## src/design/occs_map.vh

```
`ifndef OCCS_MAP_VH
`define OCCS_MAP_VH

// register offsets (byte-wide registers on an 8-bit port)
`define OCCS_PROC_CLK_CTRL_OFS   8'h00
`define OCCS_MAIN_CLK_MODE_OFS   8'h01
`define OCCS_INT_OSC_CTRL_OFS    8'h02
`define OCCS_CLK_MODE_SEL_OFS    8'h03
`define OCCS_OSC_SETTLE_OFS      8'h04

// proc_clk_ctrl_reg fields
`define OCCS_CPU_DIV_LSB         0
`define OCCS_CPU_DIV_MSB         2
`define OCCS_CPU_SRC_SELECT_BIT  4
`define OCCS_CPU_ON_SUB_BIT      5

// main_clk_mode_reg fields
`define OCCS_MAIN_SRC_SEL_BIT    0
`define OCCS_MAIN_ON_XTAL_BIT    1
`define OCCS_PERIPH_XTAL_BIT     2

// int_osc_ctrl_reg fields
`define OCCS_HS_OSC_STOP_BIT     0
`define OCCS_LS_OSC_STOP_BIT     1

// clk_mode_sel_reg fields
`define OCCS_SUB_OSC_SEL_BIT     4
`define OCCS_MAIN_XTAL_EN_BIT    6
`define OCCS_EXT_CLK_SEL_BIT     7

// osc_settle_select field width
`define OCCS_SETTLE_W            3

// reset values
`define OCCS_CPU_DIV_RST         3'h1
`define OCCS_SETTLE_RST          3'h5

// divider codes: 000..100 legal, others prohibited
`define OCCS_CPU_DIV_MAX         3'h4
`define OCCS_SUB_DIV_EXP         3'h1

// cpu clock source codes
`define OCCS_SRC_HS              2'h0
`define OCCS_SRC_MAIN            2'h1
`define OCCS_SRC_SUB             2'h2

// clock switch gap: time in ns and cycles at 100 MHz (least time, rounded up)
`define OCCS_CLK_PERIOD_NS       10
`define OCCS_SW_GAP_NS           30
`define OCCS_SW_GAP_CYC          ((`OCCS_SW_GAP_NS + `OCCS_CLK_PERIOD_NS - 1) / `OCCS_CLK_PERIOD_NS)

`endif

```

## src/design/occs_clk_switch.v

```verilog
`timescale 1ns/1ns
`include "occs_map.vh"

module occs_clk_switch #(
    parameter N   = 3,
    parameter SW  = 2,
    parameter GAP = `OCCS_SW_GAP_CYC
) (
    input  wire          clk,
    input  wire          rst_b,
    input  wire [SW-1:0] sel_req,
    input  wire [N-1:0]  ticks,
    output reg  [SW-1:0] sel_cur_q,
    output reg           tick_q,
    output reg           busy_q
);
    localparam [2:0] ST_IDLE = 3'b001;
    localparam [2:0] ST_GATE = 3'b010;
    localparam [2:0] ST_SWAP = 3'b100;

    reg [2:0] state_q;
    reg [7:0] gap_q;

    // gate the output, hold it quiet, then swap the source
    always @(posedge clk or negedge rst_b) begin
        if (!rst_b) begin
            state_q   <= ST_IDLE;
            gap_q     <= 8'h00;
            sel_cur_q <= {SW{1'b0}};
            busy_q    <= 1'b0;
        end else begin
            case (state_q)
                ST_IDLE: begin
                    if (sel_req != sel_cur_q) begin
                        state_q <= ST_GATE;
                        busy_q  <= 1'b1;
                        gap_q   <= GAP[7:0];
                    end
                end
                ST_GATE: begin
                    if (gap_q <= 8'h01) begin
                        state_q <= ST_SWAP;
                    end else begin
                        gap_q <= gap_q - 8'h01;
                    end
                end
                ST_SWAP: begin
                    sel_cur_q <= sel_req;
                    busy_q    <= 1'b0;
                    state_q   <= ST_IDLE;
                end
                default: begin
                    state_q <= ST_IDLE;
                    busy_q  <= 1'b0;
                end
            endcase
        end
    end

    // pass the current source only while no switch runs
    always @(posedge clk or negedge rst_b) begin
        if (!rst_b) begin
            tick_q <= 1'b0;
        end else begin
            tick_q <= ticks[sel_cur_q] & ~busy_q & (state_q == ST_IDLE);
        end
    end
endmodule // occs_clk_switch

```

## src/design/occs_clk_div.v

```verilog
`timescale 1ns/1ns
`include "occs_map.vh"

module occs_clk_div (
    input  wire       clk,
    input  wire       rst_b,
    input  wire       tick,
    input  wire [2:0] div_exp,
    input  wire       clear,
    output reg        tick_q
);
    reg  [3:0] cnt_q;
    wire [3:0] last;

    assign last = (4'h1 << div_exp) - 4'h1;

    // emit one pulse every 2^div_exp source pulses
    always @(posedge clk or negedge rst_b) begin
        if (!rst_b) begin
            cnt_q  <= 4'h0;
            tick_q <= 1'b0;
        end else if (clear) begin
            cnt_q  <= 4'h0;
            tick_q <= 1'b0;
        end else if (tick) begin
            tick_q <= (cnt_q >= last);
            cnt_q  <= (cnt_q >= last) ? 4'h0 : cnt_q + 4'h1;
        end else begin
            tick_q <= 1'b0;
        end
    end
endmodule // occs_clk_div

```

## src/design/occs_top.v

```verilog
`timescale 1ns/1ns
`include "occs_map.vh"

// Functional notes
// RL1: writing one to hs_osc_stop_bit halts the internal high-speed clock
// RL2: stop mode also halts the internal high-speed clock
// RL3: cpu_on_sub_flag and main_on_xtal_flag encode the cpu clock source
// RL4: software checks flags and halts peripherals before stopping high-speed clock
// RL5: software sets settle selection before stop when cpu runs on crystal
// RL6: software halts peripherals that cannot run in stop mode first
// RL7: after reset the subsystem crystal pins are plain input port pins
// RL8: sub_osc_select one moves those pins into crystal oscillation mode
// RL9: software times subsystem oscillator settling itself with a timer
// RL10: software leaves sub_osc_select alone while subsystem clock runs
// RL11: cpu_src_select one gives subsystem clock over two; codes above 100 refused
// RL12: clearing sub_osc_select stops subsystem crystal oscillation
// RL13: software confirms cpu_on_sub_flag zero before clearing sub_osc_select
// RL14: stop mode does not halt the subsystem oscillator
// RL15: low-speed clock never feeds cpu; only watchdog, timer and display
// RL16: an option input chooses whether low-speed oscillator may be stopped
// RL17: when unstoppable, writes to ls_osc_stop_bit do not affect it
// RL18: low-speed oscillator runs after reset and clocks the enabled watchdog
// RL19: writing one to ls_osc_stop_bit halts the low-speed clock
// RL20: periph_xtal_select bit 2, main_src_select bit 0, cpu_src_select bit 4
// RL21: clock selection table for cpu and peripherals per the select bits
// RL22: clearing ls_osc_stop_bit restarts the low-speed clock
// RL23: ext_clk_select, main xtal enable, sub_osc_select at bits 7, 6, 4
// RL24: source switches never produce truncated clock pulses
// RL25: status flags show the clock actually driving the cpu
module occs_top (
    input  wire       clk,
    input  wire       rst_b,
    input  wire [7:0] addr,
    input  wire [7:0] wr_data,
    input  wire       wr_stb,
    input  wire       rd_stb,
    output reg  [7:0] rd_data_q,
    input  wire       stop_mode,
    input  wire       ls_osc_stoppable,
    input  wire       wdt_enable,
    input  wire       hs_tick,
    input  wire       x1_tick,
    input  wire       ext_tick,
    input  wire       sub_tick,
    input  wire       low_speed_clk,
    output reg        hs_osc_en_q,
    output reg        main_xtal_en_q,
    output reg        ext_clk_en_q,
    output reg        sub_osc_en_q,
    output reg        sub_pins_osc_mode_q,
    output reg        ls_osc_en_q,
    output reg        cpu_tick_q,
    output reg        periph_tick_q,
    output reg        wdt_tick_q,
    output reg        tmr_ls_tick_q,
    output reg  [2:0] settle_sel_q
);
    // software-written control bits
    reg [2:0] cpu_div_q;
    reg       cpu_src_select_q;
    reg       main_src_select_q;
    reg       periph_xtal_select_q;
    reg       hs_osc_stop_bit_q;
    reg       ls_osc_stop_bit_q;
    reg       sub_osc_select_q;
    reg       main_xtal_bit_q;
    reg       ext_clk_select_q;

    // decoded strobes
    wire wr_pcc;
    wire wr_mcm;
    wire wr_rcm;
    wire wr_osc;
    wire wr_ost;

    assign wr_pcc = wr_stb & (addr == `OCCS_PROC_CLK_CTRL_OFS);
    assign wr_mcm = wr_stb & (addr == `OCCS_MAIN_CLK_MODE_OFS);
    assign wr_rcm = wr_stb & (addr == `OCCS_INT_OSC_CTRL_OFS);
    assign wr_osc = wr_stb & (addr == `OCCS_CLK_MODE_SEL_OFS);
    assign wr_ost = wr_stb & (addr == `OCCS_OSC_SETTLE_OFS);

    // source requests and switch results
    wire       main_tick;
    wire       main_busy;
    reg  [1:0] cpu_req;
    wire       periph_req;
    wire [1:0] cpu_cur;
    wire       periph_cur;
    wire       cpu_sw_tick;
    wire       periph_sw_tick;
    wire       cpu_busy;
    wire       periph_busy;
    wire [2:0] cpu_exp;
    wire       cpu_div_tick;
    wire       cpu_on_sub_flag;
    wire       main_on_xtal_flag;
    wire [2:0] new_div;

    assign new_div = wr_data[`OCCS_CPU_DIV_MSB:`OCCS_CPU_DIV_LSB];

    // processor clock control register
    always @(posedge clk or negedge rst_b) begin
        if (!rst_b) begin
            cpu_div_q        <= `OCCS_CPU_DIV_RST;
            cpu_src_select_q <= 1'b0;
        end else if (wr_pcc) begin
            cpu_src_select_q <= wr_data[`OCCS_CPU_SRC_SELECT_BIT]; // [RL20]
            if (new_div <= `OCCS_CPU_DIV_MAX) begin
                cpu_div_q <= new_div; // prohibited codes refused [RL11]
            end
        end
    end

    // main clock mode register
    always @(posedge clk or negedge rst_b) begin
        if (!rst_b) begin
            main_src_select_q    <= 1'b0;
            periph_xtal_select_q <= 1'b0;
        end else if (wr_mcm) begin
            main_src_select_q    <= wr_data[`OCCS_MAIN_SRC_SEL_BIT]; // [RL20]
            periph_xtal_select_q <= wr_data[`OCCS_PERIPH_XTAL_BIT]; // [RL20]
        end
    end

    // internal oscillator control register
    always @(posedge clk or negedge rst_b) begin
        if (!rst_b) begin
            hs_osc_stop_bit_q <= 1'b0;
            ls_osc_stop_bit_q <= 1'b0; // low-speed runs after reset [RL18]
        end else if (wr_rcm) begin
            hs_osc_stop_bit_q <= wr_data[`OCCS_HS_OSC_STOP_BIT];
            ls_osc_stop_bit_q <= wr_data[`OCCS_LS_OSC_STOP_BIT];
        end
    end

    // clock operation mode select register
    always @(posedge clk or negedge rst_b) begin
        if (!rst_b) begin
            sub_osc_select_q <= 1'b0; // pins start in port mode [RL7]
            main_xtal_bit_q  <= 1'b0;
            ext_clk_select_q <= 1'b0;
        end else if (wr_osc) begin
            sub_osc_select_q <= wr_data[`OCCS_SUB_OSC_SEL_BIT]; // [RL23]
            main_xtal_bit_q  <= wr_data[`OCCS_MAIN_XTAL_EN_BIT]; // [RL23]
            ext_clk_select_q <= wr_data[`OCCS_EXT_CLK_SEL_BIT]; // [RL23]
        end
    end

    // settle time selection, used by the standby release logic outside
    always @(posedge clk or negedge rst_b) begin
        if (!rst_b) begin
            settle_sel_q <= `OCCS_SETTLE_RST;
        end else if (wr_ost) begin
            settle_sel_q <= wr_data[`OCCS_SETTLE_W-1:0]; // [RL5]
        end
    end

    // high-speed and main oscillator enables; stop mode halts all three
    always @(posedge clk or negedge rst_b) begin
        if (!rst_b) begin
            hs_osc_en_q    <= 1'b1;
            main_xtal_en_q <= 1'b0;
            ext_clk_en_q   <= 1'b0;
        end else begin
            hs_osc_en_q    <= ~hs_osc_stop_bit_q & ~stop_mode; // [RL1] [RL2]
            main_xtal_en_q <= main_xtal_bit_q & ~ext_clk_select_q & ~stop_mode;
            ext_clk_en_q   <= main_xtal_bit_q & ext_clk_select_q & ~stop_mode;
        end
    end

    // subsystem and low-speed enables; stop mode has no say over these
    always @(posedge clk or negedge rst_b) begin
        if (!rst_b) begin
            sub_osc_en_q        <= 1'b0;
            sub_pins_osc_mode_q <= 1'b0; // [RL7]
            ls_osc_en_q         <= 1'b1; // [RL18]
        end else begin
            sub_osc_en_q        <= sub_osc_select_q; // [RL12] [RL14]
            sub_pins_osc_mode_q <= sub_osc_select_q; // [RL8]
            // the stop bit only counts when the option allows stopping
            ls_osc_en_q <= ~(ls_osc_stop_bit_q & ls_osc_stoppable); // [RL16] [RL17] [RL19] [RL22]
        end
    end

    // crystal or external input as main system clock, with a quiet gap per swap
    occs_clk_switch #(
        .N   (2),
        .SW  (1),
        .GAP (`OCCS_SW_GAP_CYC)
    ) u_main_sw (
        .clk       (clk),
        .rst_b     (rst_b),
        .sel_req   (ext_clk_select_q),
        .ticks     ({ext_tick, x1_tick}),
        .sel_cur_q (),
        .tick_q    (main_tick),
        .busy_q    (main_busy)
    ); // [RL21] [RL24]

    // peripheral source request
    assign periph_req = periph_xtal_select_q; // [RL21]

    always @* begin
        if (cpu_src_select_q) begin
            cpu_req = `OCCS_SRC_SUB; // [RL21]
        end else if (periph_xtal_select_q & main_src_select_q) begin
            cpu_req = `OCCS_SRC_MAIN; // [RL21]
        end else begin
            cpu_req = `OCCS_SRC_HS; // [RL21]
        end
    end

    // cpu clock switch; the low-speed clock is not among its inputs [RL15]
    occs_clk_switch #(
        .N   (3),
        .SW  (2),
        .GAP (`OCCS_SW_GAP_CYC)
    ) u_cpu_sw (
        .clk       (clk),
        .rst_b     (rst_b),
        .sel_req   (cpu_req),
        .ticks     ({sub_tick, main_tick, hs_tick}),
        .sel_cur_q (cpu_cur),
        .tick_q    (cpu_sw_tick),
        .busy_q    (cpu_busy)
    ); // [RL24]

    // peripheral clock switch
    occs_clk_switch #(
        .N   (2),
        .SW  (1),
        .GAP (`OCCS_SW_GAP_CYC)
    ) u_per_sw (
        .clk       (clk),
        .rst_b     (rst_b),
        .sel_req   (periph_req),
        .ticks     ({main_tick, hs_tick}),
        .sel_cur_q (periph_cur),
        .tick_q    (periph_sw_tick),
        .busy_q    (periph_busy)
    ); // [RL24]

    // subsystem source is always halved, whatever the legal code [RL11]
    assign cpu_exp = (cpu_cur == `OCCS_SRC_SUB) ? `OCCS_SUB_DIV_EXP : cpu_div_q;

    // divider restarts on every switch so no short pulse leaks out
    occs_clk_div u_cpu_div (
        .clk     (clk),
        .rst_b   (rst_b),
        .tick    (cpu_sw_tick),
        .div_exp (cpu_exp),
        .clear   (cpu_busy | (main_busy & main_on_xtal_flag)),
        .tick_q  (cpu_div_tick)
    ); // [RL24]

    // status flags follow the switched source, not the request
    assign cpu_on_sub_flag   = (cpu_cur == `OCCS_SRC_SUB); // [RL3] [RL25]
    assign main_on_xtal_flag = (cpu_cur == `OCCS_SRC_MAIN); // [RL3] [RL25]

    // clock outputs; low-speed clock feeds watchdog and timer only
    always @(posedge clk or negedge rst_b) begin
        if (!rst_b) begin
            cpu_tick_q    <= 1'b0;
            periph_tick_q <= 1'b0;
            wdt_tick_q    <= 1'b0;
            tmr_ls_tick_q <= 1'b0;
        end else begin
            cpu_tick_q    <= cpu_div_tick;
            periph_tick_q <= periph_sw_tick & ~periph_busy;
            wdt_tick_q    <= low_speed_clk & ls_osc_en_q & wdt_enable; // [RL15] [RL18]
            tmr_ls_tick_q <= low_speed_clk & ls_osc_en_q; // [RL15]
        end
    end

    // read data, one cycle after the strobe; unmapped reads return zero
    always @(posedge clk or negedge rst_b) begin
        if (!rst_b) begin
            rd_data_q <= 8'h00;
        end else if (rd_stb) begin
            case (addr)
                `OCCS_PROC_CLK_CTRL_OFS:
                    rd_data_q <= {2'h0, cpu_on_sub_flag, cpu_src_select_q,
                                  1'b0, cpu_div_q}; // [RL3]
                `OCCS_MAIN_CLK_MODE_OFS:
                    rd_data_q <= {5'h00, periph_xtal_select_q, main_on_xtal_flag,
                                  main_src_select_q}; // [RL3]
                `OCCS_INT_OSC_CTRL_OFS:
                    rd_data_q <= {6'h00, ls_osc_stop_bit_q, hs_osc_stop_bit_q};
                `OCCS_CLK_MODE_SEL_OFS:
                    rd_data_q <= {ext_clk_select_q, main_xtal_bit_q, 1'b0,
                                  sub_osc_select_q, 4'h0};
                `OCCS_OSC_SETTLE_OFS:
                    rd_data_q <= {5'h00, settle_sel_q};
                default:
                    rd_data_q <= 8'h00;
            endcase
        end else begin
            rd_data_q <= 8'h00;
        end
    end
endmodule // occs_top

```

## config.mk

```make
export PLATFORM = sky130hd
export DESIGN_NAME = occs_top
export DESIGN_NICKNAME = d
export VERILOG_FILES = /design/src/design/occs_clk_switch.v /design/src/design/occs_clk_div.v /design/src/design/occs_top.v
export VERILOG_INCLUDE_DIRS = /design/src /design/src/design
export SDC_FILE = /design/constraint.sdc
export NUM_CORES = 1
export LEC_CHECK = 0
export BUFFER_PORTS_ARGS = -buffer_cell sky130_fd_sc_hd__clkbuf_2
export CAP_MARGIN = 5
export CORE_UTILIZATION = 40
export DETAILED_ROUTE_END_ITERATION = 8
export HOLD_SLACK_MARGIN = 0.05
export PLACE_DENSITY = 0.59
export SYNTH_ARGS = -nofsm -noshare
export SYNTH_HDL_FRONTEND = slang
export SYNTH_SLANG_ARGS = --single-unit
```

## constraint.sdc

```tcl
create_clock -name clk -period 3.15 [get_ports clk]
set_clock_uncertainty 0.15 [all_clocks]
set_input_delay 0 -clock clk [delete_from_list [all_inputs] [get_ports clk]]
set_output_delay 0 -clock clk [all_outputs]
set_load 0.01 [all_outputs]
```

==> impl_metrics.toml <==
[status]
outcome = "completed"

[power]
switchingPower_mw = 0.8777
pwr-share-comb = 0.218
p_sw_frac = 0.3359
total_power_mw = 2.613
pwr-share-seq = 0.510
cellPowerDensity_nw_per_um2 = 560.5
p_leak_nw = 2.172
irDropWorstVdd_v = 0.0001995
internal_power_mw = 1.735
clkPwrFrac = 0.271

[drt]
drtAntennaViolNets = 0
drtIter0Drc = 52
remaining_drc_errors = 0
routedWlPerCell_um = 13.39
via_per_inst = 5.218
wirelength_um = 7420
vias = 2891
dr.pass1.iters = 4

[timing]
drv_slew = 0
finalSetupViolCount = 0
rsz0062_at_grt = "false"
worst_pin_slew_ps = 959.7
fin_ws_ps = 508.7
fmax_mhz = 378.6
fin_setup_tns_ps = 0
maxSlewHeadroom = 0.3602
fin_crit_ps = 2641
hold_viol = 0
fin_crit_sh = 0.8385

[finish]
antennaDiodeCount = 0
final_core_util = 0.5069
final_nets = 478
fillers = 837
syn_to_final_growth_pct = 23.46
drive_gt1_frac = 0.2257

[place]
dp_hpwl_um = 4915
globalplace.congestion = 0.7685
numPortBuffers = 45
pre_cts_slack_ps = 551.1

[synthesis]
synth_async_sr_flop_share = 1.000
syn_inst = 352
yosys_most_used_dff = "dfrtp_1"
synthesis.nets = 392
synth.distinct_cells = 58
synth_warnings = 0
ys_ff_latch = 78
synth_edf_count = 0
ys_seq_area_frac = 0.5195
synth_area_per_cell_sq_um = 10.73
syn-cell-area_sq_um = 3776

[floorplanning]
die_h_um = 99.16
fp.coreArea_sq_um = 9196
initial_core_util = 0.4106
row_count = 35
fp.dieW_um = 99.16
die_area_sq_um = 9833
pin_count = 49

[setup_path]
r2r-start = "u_cpu_sw.sel_cur_q[1]$_DFFE_PN0N_"
cp-start-kind = "input pin"
endpoint_kind = "flop"
crit_type = "in2reg"
slowest_delay_ps = 590
crit_path_top_delay_cell = "dlygate4sd3_1"
path_max_fanout = 9
required_ps = 3240
crit_path_start = "addr[2]"
cpMostUsedCell = "dlygate4sd3_1"
path_cells = "dlygate4sd3_1, clkbuf_2, o21ai_0, dlygate4sd3_1, nand3_1, dlygate4sd3_1, nor2_1, dlygate4sd3_1"
cp.arrival_ps = 2730

[cts]
cts_hold_buf = 35
htreeDepth = 3
clkSinkCount = 78
cts_inserted_buffers = 9
cts_max_path_buffers = 2
cts_tree = "yes"
cts_resized = 0
cts_setup_buffers = 0
insertion_delay_ps = 350
clk_pin_slew_ps = 90
cts_root_buf = "clkbuf_8"

[grt]
gr-total-overflow = 0
gr-usage-all-layers = 0.1624
antenna_found_initial = 0
grt_pass1_wl_um = 12670
grt_max_degree = 79
grt_pass1_vias = 2865

[run]
drv_cap = 0

[worst_hold_path]
hold_path.class = "in2reg"
hold_path.startpoint = "addr[4]"
[sequential cells by signal, indices dropped and copies added, names as in the netlist, 4 cells and up]
signal / flops
u_cpu_sw.gap_q: 8
u_main_sw.gap_q: 8
u_cpu_div.cnt_q: 4
u_per_sw.gap_q: 8
rd_data_q: 7
[layout by cell type, fill, tap and decap left out, types with 3 or more instances in the layout]
master and n:
nand2_1 15, nor2_1 46, mux2i_1 5, ha_1 12
xor2_1 13, nand4_1 6, clkbuf_8 9, nor2b_1 8
dfstp_2 8, nor3_1 16, a21oi_1 11, inv_1 15
nand3_1 9, clkinvlp_4 3, dfrtp_1 70, xnor2_1 3
a31oi_1 7, clkbuf_2 44, mux2_2 16, nand4b_1 3
nand2b_1 7, nor3b_1 6, dlygate4sd3_1 35, and2_1 4
nor4_1 4, o21ai_0 15
[power groups by stage]
stage	Clock, mW	Combinational, mW	Sequential, mW
2_1_floorplan	0	0.413	1.32
3_3_place_gp	0	0.527	1.35
3_5_place_dp	0	0.544	1.35
4_1_cts	0.741	0.577	1.33
5_1_grt	0.781	0.661	1.36
6_report	0.709	0.571	1.33
[synthesized netlist by cell type, drive strengths merged, types with 4 or more instances]
cell type	n	area (sq um)
o21ai	15	75.07
nor3b	7	57.55
a21oi	11	55.05
nor2b	8	50.05
nor3	17	96.35
nand2	15	56.30
and2	5	32.53
nor2	46	172.7
nor4	4	25.02
mux2	16	180.2
mux2i	5	50.05
xor2	13	113.9
nand2b	7	43.79
a31oi	7	43.79
ha	12	150.1
or4	4	37.53
inv	15	56.30
clkbuf	4	15.01
nand4	6	37.54
dfstp	8	210.2
dfrtp	70	1752
nand3	10	55.05
[through the flow]
stage / cells / hold slack (ps) / cell area [sq um]
after CTS: 554 / 67.80 / 4662
after detailed placement: 503 / -19.94 / 4120
after global routing: 554 / 95.28 / 4662
final: 554 / 90.54 / 4662
after floorplan: 352 / -445.6 / 3776
after global placement: 503 / -15.84 / 4120
[cell type report]
| class | instances | area [sq um] | area share |
|---|---|---|---|
| inverters | 15 | 56.30 | 0.01208 |
| repair buffers | 81 | 585.6 | 0.1256 |
| clock buffers | 9 | 123.9 | 0.02657 |
| flip-flops and latches | 78 | 1962 | 0.4208 |
| multi-input cells | 253 | 1728 | 0.3706 |
| well taps | 111 | 138.9 | 0.02979 |
| clock inverters | 7 | 67.56 | 0.01449 |
[worst max-delay path: cells and delay by family]
kind	cells	cell delay [ps]
AOI/OAI and AO/OA	1	110
buffers and inverters	5	2480
and+or+nand+nor	2	140
[cell families (layout without fill, tap and decap cells)]
logic type	after synthesis	in the layout	synth area share
mux	21	21	0.06097
simple gates	145	145	0.2101
flops	78	78	0.5195
compound gates	58	58	0.1087
buf+inv	21	112	0.02286
other cells	1	1	0.0009931
xor+xnor	16	16	0.03711
fa+ha+maj	12	12	0.03976
[layer usage]
layer	track usage	vias up	part of all wire	wire length [um]
li1	-	1430	-	-
met1	0.1998	1394	0.48	3571
met2	0.2792	63	0.47	3508
met3	0.04287	4	0.039	293
met4	0.05204	0	0.0063	47
met5	0	-	0	0
[worst paths after layout]
check                                            endpoint  slack [ps]  depth (start not counted)
min in group asynchronous     settle_sel_q[1]$_DFFE_PN0P_         190                          2
setup / recovery                   rd_data_q[1]$_DFF_PN0_         510                          8
max in group asynchronous      u_main_sw.tick_q$_DFF_PN0_        2040                          2
hold / removal              main_src_select_q$_DFFE_PN0P_          90                          5
setup reg to reg           u_cpu_div.cnt_q[2]$_DFFE_PN0P_         560                          9
hold reg to reg                      cpu_tick_q$_DFF_PN0_         200                          0
(Power assumes the default switching activity.)
